===== config.mk =====
export PLATFORM = sky130hd
export DESIGN_NAME = ieu_core
export DESIGN_NICKNAME = d
export VERILOG_FILES = /design/src/rtl/ieu_pkg.sv /design/src/rtl/ieu_alu.sv /design/src/rtl/ieu_core.sv
export SDC_FILE = /design/constraint.sdc
export NUM_CORES = 1
export LEC_CHECK = 0
export BUFFER_PORTS_ARGS = -buffer_cell sky130_fd_sc_hd__buf_2
export CORE_MARGIN = 2
export CORE_UTILIZATION = 58
export CTS_CLUSTER_DIAMETER = 60
export CTS_CLUSTER_SIZE = 14
export DETAILED_ROUTE_END_ITERATION = 16
export PLACE_DENSITY = 0.87
export SYNTH_ARGS = -nofsm -noshare
export SYNTH_HDL_FRONTEND = slang
export SYNTH_HIERARCHICAL = 1
export SYNTH_SLANG_ARGS = --single-unit

===== constraint.sdc =====
create_clock -name aclk -period 6.4 [get_ports aclk]
set_input_delay 1.6 -clock aclk [delete_from_list [all_inputs] [get_ports aclk]]
set_output_delay 1.6 -clock aclk [all_outputs]
set_load 0.005 [all_outputs]

===== src/rtl/ieu_pkg.sv =====
package ieu_pkg;
	localparam int IW     = 14;
	localparam int DW     = 8;
	localparam int PCW    = 13;
	localparam int FAW    = 7;
	localparam int AXI_AW = 12;
	localparam int QUARTERS = 4;

	localparam logic [1:0] CLS_BYTE = 2'b00;
	localparam logic [1:0] CLS_BIT  = 2'b01;
	localparam logic [1:0] CLS_CTL  = 2'b10;
	localparam logic [1:0] CLS_LIT  = 2'b11;

	localparam logic [3:0] OP_MISC = 4'h0;
	localparam logic [3:0] OP_CLR  = 4'h1;
	localparam logic [3:0] OP_DEC  = 4'h3;
	localparam logic [3:0] OP_AND  = 4'h5;
	localparam logic [3:0] OP_ADD  = 4'h7;
	localparam logic [3:0] OP_COM  = 4'h9;
	localparam logic [3:0] OP_DSZ  = 4'hb;
	localparam logic [3:0] OP_ISZ  = 4'hf;
	localparam logic [2:0] LIT_ADD = 3'h7;
	localparam logic [3:0] LIT_AND = 4'h9;
	localparam logic [7:0] WATCHDOG_CLEAR_LOW = 8'h64;
	localparam logic [IW-1:0] NOP_WORD = 14'h0000;

	localparam int ST_C  = 0;
	localparam int ST_DIGIT     = 1;
	localparam int ST_Z         = 2;
	localparam int ST_POWERDOWN = 3;
	localparam int ST_TIMEOUT   = 4;
	localparam logic [DW-1:0] STATUS_RESET = 8'h18;
	localparam logic [FAW-1:0] FA_STATUS = 7'h03;
	localparam logic [FAW-1:0] FA_PC_HIGH = 7'h0a;

	localparam logic [AXI_AW-1:0] REG_CTRL  = 12'h000;
	localparam logic [AXI_AW-1:0] REG_PC    = 12'h004;
	localparam logic [AXI_AW-1:0] REG_WORK  = 12'h008;
	localparam logic [AXI_AW-1:0] REG_STACK = 12'h00c;
	localparam int CTRL_RUN = 0;
	localparam logic [1:0] RESP_OKAY   = 2'h0;
	localparam logic [1:0] RESP_SLVERR = 2'h2;

	typedef enum logic [1:0] {
		PH_ADDR  = 2'b00,
		PH_READ  = 2'b01,
		PH_EXEC  = 2'b10,
		PH_WRITE = 2'b11
	} ieu_phase_t;

	typedef struct packed {
		logic [DW-1:0]  res;
		logic           c;
		logic           digit_carry_flag;
		logic           z;
		logic           upd_c;
		logic           upd_digit;
		logic           upd_z;
		logic           wr_acc;
		logic           wr_file;
		logic           skip;
		logic           branch;
		logic           push;
		logic           watchdog_clear;
		logic [PCW-1:0] target;
	} ieu_alu_t;

	typedef struct packed {
		logic [AXI_AW-1:0] awaddr;
		logic              awvalid;
		logic [31:0]       wdata;
		logic [3:0]        wstrb;
		logic              wvalid;
		logic              bready;
		logic [AXI_AW-1:0] araddr;
		logic              arvalid;
		logic              rready;
	} ieu_axi_in_t;

	typedef struct packed {
		logic        awready;
		logic        wready;
		logic [1:0]  bresp;
		logic        bvalid;
		logic        arready;
		logic [31:0] rdata;
		logic [1:0]  rresp;
		logic        rvalid;
	} ieu_axi_out_t;

	typedef struct packed {
		logic [FAW-1:0] addr;
		logic           we;
		logic [DW-1:0]  wdata;
	} ieu_file_t;
endpackage


===== src/rtl/ieu_alu.sv =====
`timescale 1ns/10ps
module ieu_alu
	import ieu_pkg::*;
(
	input  wire logic [IW-1:0] instr,
	input  wire logic [DW-1:0] acc,
	input  wire logic [DW-1:0] opnd,
	input  wire logic [DW-1:0] pc_high_latch,
	output ieu_alu_t           alu_o
);
	logic [DW-1:0] addend;
	logic [DW:0]   sum;
	logic [4:0]    nib;
	logic [DW-1:0] bmask;
	logic          bit_v;
	logic          dest_op;

	always_comb begin
		alu_o = '0;
		dest_op = 1'b0;
		addend = (instr[13:12] == CLS_LIT) ? instr[7:0] : opnd;
		sum = {1'b0, acc} + {1'b0, addend};
		nib = {1'b0, acc[3:0]} + {1'b0, addend[3:0]};
		bmask = 8'h01 << instr[9:7];
		bit_v = |(opnd & bmask);
		alu_o.target = {pc_high_latch[4:3], instr[10:0]};
		case (instr[13:12])
			CLS_LIT: begin
				if (instr[11:9] == LIT_ADD) begin
					alu_o.res = sum[DW-1:0];
					alu_o.wr_acc = 1'b1;
					{alu_o.upd_c, alu_o.upd_digit, alu_o.upd_z} = 3'h7;
				end else if (instr[11:8] == LIT_AND) begin
					alu_o.res = acc & instr[7:0];
					alu_o.wr_acc = 1'b1;
					alu_o.upd_z = 1'b1;
				end
			end
			CLS_CTL: begin
				alu_o.branch = 1'b1;
				alu_o.push = !instr[11];
			end
			CLS_BIT: begin
				case (instr[11:10])
					2'b00: begin
						alu_o.res = opnd & ~bmask;
						alu_o.wr_file = 1'b1;
					end
					2'b01: begin
						alu_o.res = opnd | bmask;
						alu_o.wr_file = 1'b1;
					end
					2'b10: alu_o.skip = !bit_v;
					default: alu_o.skip = bit_v;
				endcase
			end
			default: begin
				case (instr[11:8])
					OP_ADD: begin
						alu_o.res = sum[DW-1:0];
						{alu_o.upd_c, alu_o.upd_digit, alu_o.upd_z} = 3'h7;
						dest_op = 1'b1;
					end
					OP_AND: begin
						alu_o.res = acc & opnd;
						alu_o.upd_z = 1'b1;
						dest_op = 1'b1;
					end
					OP_CLR: begin
						alu_o.upd_z = 1'b1;
						alu_o.wr_file = instr[7];
						alu_o.wr_acc = !instr[7];
					end
					OP_COM: begin
						alu_o.res = ~opnd;
						alu_o.upd_z = 1'b1;
						dest_op = 1'b1;
					end
					OP_DEC: begin
						alu_o.res = DW'(opnd - 8'h01);
						alu_o.upd_z = 1'b1;
						dest_op = 1'b1;
					end
					OP_DSZ: begin
						alu_o.res = DW'(opnd - 8'h01);
						alu_o.skip = (alu_o.res == 8'h00);
						dest_op = 1'b1;
					end
					OP_ISZ: begin
						alu_o.res = DW'(opnd + 8'h01);
						alu_o.skip = (alu_o.res == 8'h00);
						dest_op = 1'b1;
					end
					OP_MISC: alu_o.watchdog_clear = (instr[7:0] == WATCHDOG_CLEAR_LOW);
					default: ;
				endcase
			end
		endcase
		if (dest_op) begin
			alu_o.wr_acc = !instr[7];
			alu_o.wr_file = instr[7];
		end
		alu_o.c = sum[DW];
		alu_o.digit_carry_flag = nib[4];
		alu_o.z = (alu_o.res == 8'h00);
	end
endmodule


===== src/rtl/ieu_core.sv =====
// The implementer's own choices: the AXI4-Lite slave port and the address map.
`timescale 1ns/10ps
// What this block does
// - add literal into accumulator, carry flags, zero
// - and literal into accumulator, Z only
// - add accumulator and register, carry flags, zero
// - d bit picks accumulator or register
// - and accumulator with register, Z only
// - bit clear leaves other bits, no flags
// - bit set leaves other bits, no flags
// - skip next when tested bit clear
// - skip next when tested bit set
// - clear register and set Z
// - clear accumulator and set Z
// - call pushes return, loads target, two cycles
// - jump loads target without stack, two cycles
// - watchdog clear zeroes counter, sets timeout, powerdown
// - decrement register, Z only
// - decrement, skip next on zero result
// - increment, skip next on zero result
// - four clocks per instruction cycle
// - bit ops read, modify, write whole byte
// - instruction flags override status writes
module ieu_core
	import ieu_pkg::*;
#(
	parameter int STACK_DEPTH = 8
)(
	input  wire logic           aclk,
	input  wire logic           aresetn,
	input  ieu_axi_in_t         axi_i,
	output ieu_axi_out_t        axi_o,
	output logic [PCW-1:0]      prog_addr,
	input  wire logic [IW-1:0]  prog_data,
	output ieu_file_t           file_o,
	input  wire logic [DW-1:0]  file_rdata
);
	localparam int SPW = $clog2(STACK_DEPTH);

	typedef struct packed {
		ieu_phase_t                       phase;
		logic                             run;
		logic [IW-1:0]                    instr;
		logic [PCW-1:0]                   pc;
		logic [DW-1:0]                    acc;
		logic [DW-1:0]                    status;
		logic [DW-1:0]                    pc_high_latch;
		logic [DW-1:0]                    opnd;
		logic [DW-1:0]                    watchdog_counter;
		logic [DW-1:0]                    watchdog_prescale;
		logic [STACK_DEPTH-1:0][PCW-1:0]  stack;
		logic [SPW-1:0]                   sp;
		ieu_file_t                        file;
		ieu_axi_out_t                     axo;
	} ieu_state_t;

	ieu_state_t     q;
	ieu_state_t     d;
	ieu_alu_t       alu;
	logic [PCW-1:0] top_of_stack;
	logic [DW-1:0]  st;

	function automatic logic is_local(input logic [FAW-1:0] a);
		return (a == FA_STATUS) || (a == FA_PC_HIGH);
	endfunction

	function automatic logic reg_hit(input logic [AXI_AW-1:0] a);
		return (a == REG_CTRL) || (a == REG_PC) || (a == REG_WORK) || (a == REG_STACK);
	endfunction

	ieu_alu u_alu (
		.instr  (q.instr),
		.acc    (q.acc),
		.opnd   (q.opnd),
		.pc_high_latch (q.pc_high_latch),
		.alu_o  (alu)
	);

	assign top_of_stack = q.stack[SPW'(q.sp - 1'b1)];
	assign axi_o = q.axo;
	assign prog_addr = q.pc;
	assign file_o = q.file;

	always_comb begin
		d = q;
		st = q.status;
		d.file.we = 1'b0;

		// write channel: address and data are taken together
		d.axo.awready = axi_i.awvalid && axi_i.wvalid && !q.axo.awready && !q.axo.bvalid;
		d.axo.wready = d.axo.awready;
		if (q.axo.awready) begin
			d.axo.bvalid = 1'b1;
			d.axo.bresp = reg_hit(axi_i.awaddr) ? RESP_OKAY : RESP_SLVERR;
			if (axi_i.awaddr == REG_CTRL && axi_i.wstrb[0]) begin
				d.run = axi_i.wdata[CTRL_RUN];
			end
		end else if (q.axo.bvalid && axi_i.bready) begin
			d.axo.bvalid = 1'b0;
		end

		// read channel
		d.axo.arready = axi_i.arvalid && !q.axo.arready && !q.axo.rvalid;
		if (q.axo.arready) begin
			d.axo.rvalid = 1'b1;
			d.axo.rresp = reg_hit(axi_i.araddr) ? RESP_OKAY : RESP_SLVERR;
			case (axi_i.araddr)
				REG_CTRL:  d.axo.rdata = 32'(q.run);
				REG_PC:    d.axo.rdata = 32'({q.sp, q.pc});
				REG_WORK:  d.axo.rdata = 32'({q.pc_high_latch, q.status, q.acc});
				REG_STACK: d.axo.rdata = 32'({q.watchdog_counter, top_of_stack});
				default:   d.axo.rdata = 32'h0000_0000;
			endcase
		end else if (q.axo.rvalid && axi_i.rready) begin
			d.axo.rvalid = 1'b0;
		end

		case (q.phase)
			PH_ADDR: begin
				// stop only between instructions so none is torn
				if (q.run) begin
					d.file.addr = q.instr[FAW-1:0];
					d.phase = PH_READ;
				end
			end
			PH_READ: begin
				if (q.file.addr == FA_STATUS) begin
					d.opnd = q.status;
				end else if (q.file.addr == FA_PC_HIGH) begin
					d.opnd = q.pc_high_latch;
				end else begin
					d.opnd = file_rdata;
				end
				d.phase = PH_EXEC;
			end
			PH_EXEC: begin
				d.file.we = alu.wr_file && !is_local(q.file.addr);
				d.file.wdata = alu.res;
				d.phase = PH_WRITE;
			end
			PH_WRITE: begin
				if (alu.wr_acc) begin
					d.acc = alu.res;
				end
				if (alu.wr_file && q.file.addr == FA_PC_HIGH) begin
					d.pc_high_latch = alu.res;
				end
				if (alu.wr_file && q.file.addr == FA_STATUS) begin
					st = alu.res;
				end
				if (alu.upd_c) begin
					st[ST_C] = alu.c;
				end
				if (alu.upd_digit) begin
					st[ST_DIGIT] = alu.digit_carry_flag;
				end
				if (alu.upd_z) begin
					st[ST_Z] = alu.z;
				end
				// free-running watchdog, prescaled per instruction cycle
				{d.watchdog_counter, d.watchdog_prescale} =
					16'({q.watchdog_counter, q.watchdog_prescale} + 16'h0001);
				if (&{q.watchdog_counter, q.watchdog_prescale}) begin
					st[ST_TIMEOUT] = 1'b0;
				end
				if (alu.watchdog_clear) begin
					d.watchdog_counter = '0;
					d.watchdog_prescale = '0;
					st[ST_TIMEOUT] = 1'b1;
					st[ST_POWERDOWN] = 1'b1;
				end
				d.status = st;
				if (alu.push) begin
					d.stack[q.sp] = q.pc;
					d.sp = SPW'(q.sp + 1'b1);
				end
				d.pc = alu.branch ? alu.target : PCW'(q.pc + 1'b1);
				d.instr = (alu.branch || alu.skip) ? NOP_WORD : prog_data;
				d.phase = PH_ADDR;
			end
			default: d.phase = PH_ADDR;
		endcase
	end

	// stack wraps silently when deeper than STACK_DEPTH
	always_ff @(posedge aclk) begin
		if (!aresetn) begin
			q <= '0;
			q.status <= STATUS_RESET;
		end else begin
			q <= d;
		end
	end

	logic exec_w;
	assign exec_w = (q.phase == PH_WRITE);
endmodule


==> metrics.txt <==
status=finished clean; largest net degree at the start of global routing=133; # rows=54; leak pwr=0.00497 uW; switching share of power=27.9%; initial antenna violation count=0; TritonCTS buffer count=23; Top FF cell, synth=dfxtp_1; WL final=35100 um; sequential area share after synthesis=35.6%; Area contributors post-synth=dfxtp_1, mux2i_1, nor2_1; drt pass-1 iters=6; CTS Root Buffer Type=clkbuf_16; Synth top cells by count=dfxtp_1, nor2_1, nand2_1; HP Class=flip-flop to flip-flop; Pwr Density=233 nW/um^2; R2R depth=13; post_cts resized=0; final hold slack=0.458 ns; Pint=2280 uW; CP max FO=17; Sw Pwr=879 uW; combinational share of power=12.1%; Post-synth ARST share=0%; crit path time final=4.05 ns; DP Worst Slack=2.47 ns; clock share of power=39.1%; max-slew violation count=0; DR iter-0 viols=1316; Finish-stage setup viols=0; Clock Latency Late Sink=0.52 ns; Synth Register Bits=231; achievable frequency=247 MHz; flop-to-flop setup slack=2.35 ns; Worst-Margin Slew=1.08 ns; Final Util=61.9%; DRC Markers=0; Mapped Area=13000 um^2; Post-synth EDFFs=0; hold depth=2; CTS tree=done; Port Buffers=114; full die area=23600 um^2; final worst slack=2.35 ns; dominant cell type by area after synthesis=dfxtp_1; CP required=6.81 ns; GRT Total Usage=28.5%; routed via count=11200; reg2reg end=q[198]$_SDFFE_PN0P_; gpl congestion=0.957; Synth top area share=35.6%; RSZ-0062 raised after global routing=no; syn avg cell area=8.61 um^2; top-count cell post-synth=dfxtp_1; worst reg2reg path startpoint=q[237]$_SDFFE_PN0P_; CP Class=flip-flop to flip-flop; worst path arrival time=4.46 ns; htree depth=1; vias in the first global route=10400; post-synth cell types=81; clk_skew=0.0132 ns; first-pass GRT wire length=54900 um; chip height=154 um; Vias/cell=6.40; Initial Util=59.3%; final period utilization=63.3%; Max-slew headroom=27.9%; Setup Total Neg Slack=0 ns; width of the die=154 um; DR WL/cell=20.0 um; final hold vios=0; Syn Inst Count=1509; hold_buf cts=0; share of power burned in registers=48.8%; warnings from Yosys=6; dpl hpwl=23600 um; max_cap viols=0; Ports=159; Antenna Violating Nets Remaining=0; gr ovfl total=0; Worst IR Drop VDD=0.197 mV; clk slew on worst S/H paths=0.07 ns; fin nets=1581; Ant. Diodes=0; share of post-route cells with drive strength above 1=15.4%; Area Overhead vs Synth=4.34%; Worst setup SP type=flip-flop; Clock Sinks=231; core area=21900 um^2; CP Capture Type=flip-flop; Worst Min Path Start=axi_o[23]$_SDFFE_PN0P_; CTS Buffer Depth=3; Hold Path Sink=axi_o[23]$_SDFFE_PN0P_; Post-CTS Setup Bufs=0
final cells by class:
class	count	area [um^2]
sequential	231	4630
timing repair buffer	132	718
clock inverter	6	62.6
tap	280	350
clock buffer	24	579
fill	1846	8340
inverter	26	100
multi-input combinational	1055	7110
metal layers:
metal / part of all wire (%) / vias to the layer above / global-route usage [%]
met1: 42 / 5306 / 39.3
li1: - / 5214 / -
met5: 0 / - / 0
met4: 3.7 / 0 / 11.2
met2: 45 / 605 / 44.5
met3: 10 / 96 / 4.99
power by group through the flow:
stage | clock network, uW | logic (uW) | registers [uW]
floorplan | 0 | 321 | 1520
detailed placement | 0 | 369 | 1570
global placement | 0 | 359 | 1570
CTS | 1250 | 372 | 1540
global route | 1290 | 422 | 1540
finish | 1230 | 381 | 1540
state kept, by name, summed over array words and instances (netlist names):
register	cells
axi_o	30
q	172
file_o	16
prog_addr	13
placed cells by master, fill, tap and decap left out, drive strengths merged, types with 6 or more instances in the layout:
cell type | synthesis | final
dfxtp | 231 | 231
nor2 | 173 | 173
buf | 132 | 132
nand2 | 130 | 130
mux2i | 117 | 117
o21ai | 113 | 113
a21oi | 75 | 75
nand3 | 52 | 52
a22oi | 31 | 31
nor3 | 29 | 29
mux4 | 28 | 28
inv | 24 | 28
clkbuf | 72 | 24
ha | 22 | 22
a31oi | 20 | 20
mux2 | 16 | 16
nor4 | 15 | 15
nand4 | 13 | 13
xor2 | 13 | 13
and2 | 13 | 13
nand2b | 12 | 12
xnor2 | 12 | 12
nor2b | 12 | 12
and3 | 11 | 11
a41oi | 10 | 10
conb | 1 | 10
nor4b | 9 | 9
or4 | 8 | 8
a211oi | 7 | 7
nor3b | 6 | 6
or3 | 6 | 6
logic make-up (layout without fill, tap and decap cells):
logic type / Yosys count / after routing / share of synthesized area [%]
AO/OA/AOI/OAI: 327 / 327 / 15.8
XOR/XNOR: 25 / 25 / 1.69
adder cells (fa/ha/maj): 23 / 23 / 2.27
buffers and inverters: 232 / 188 / 9.98
flip-flops: 231 / 231 / 35.6
multiplexers: 161 / 161 / 15.3
other: 1 / 10 / 0.0289
AND/OR/NAND/NOR: 509 / 509 / 19.4
per-stage QoR:
stage | total power, uW | std cells | cell area (um^2)
6_report | 3150 | 1754 | 13500
5_1_grt | 3250 | 1754 | 13500
4_1_cts | 3150 | 1754 | 13500
3_5_place_dp | 1940 | 1724 | 12900
3_3_place_gp | 1930 | 1724 | 12900
2_1_floorplan | 1840 | 1518 | 13000
worst max-delay path by stage:
stage | startpoint | end | slack (ns) | cells past startpoint
finish | q[237]$_SDFFE_PN0P_ | q[198]$_SDFFE_PN0P_ | 2.35 | 13
global route | q[237]$_SDFFE_PN0P_ | q[198]$_SDFFE_PN0P_ | 2.14 | 13
CTS | q[237]$_SDFFE_PN0P_ | q[198]$_SDFFE_PN0P_ | 2.47 | 13
detailed placement | q[237]$_SDFFE_PN0P_ | q[198]$_SDFFE_PN0P_ | 2.47 | 13
global placement | q[237]$_SDFFE_PN0P_ | q[198]$_SDFFE_PN0P_ | 2.54 | 13
floorplan | q[237]$_SDFFE_PN0P_ | q[198]$_SDFFE_PN0P_ | 3.05 | 15
critical path, stage by stage, from the launching register on:
cell and delay (ns):
dfxtp_1 0.53, and2_1 0.61, mux2_2 0.41, ha_1 0.33, o21ai_0 0.16, nor2_1 0.06, o21a_1 0.21, o41a_1 0.33
xnor2_1 0.15, o21ai_1 0.53, and4bb_1 0.25, mux2i_1 0.13, o21ai_0 0.10, o311a_1 0.15
Power figures use the tool's default switching activity.
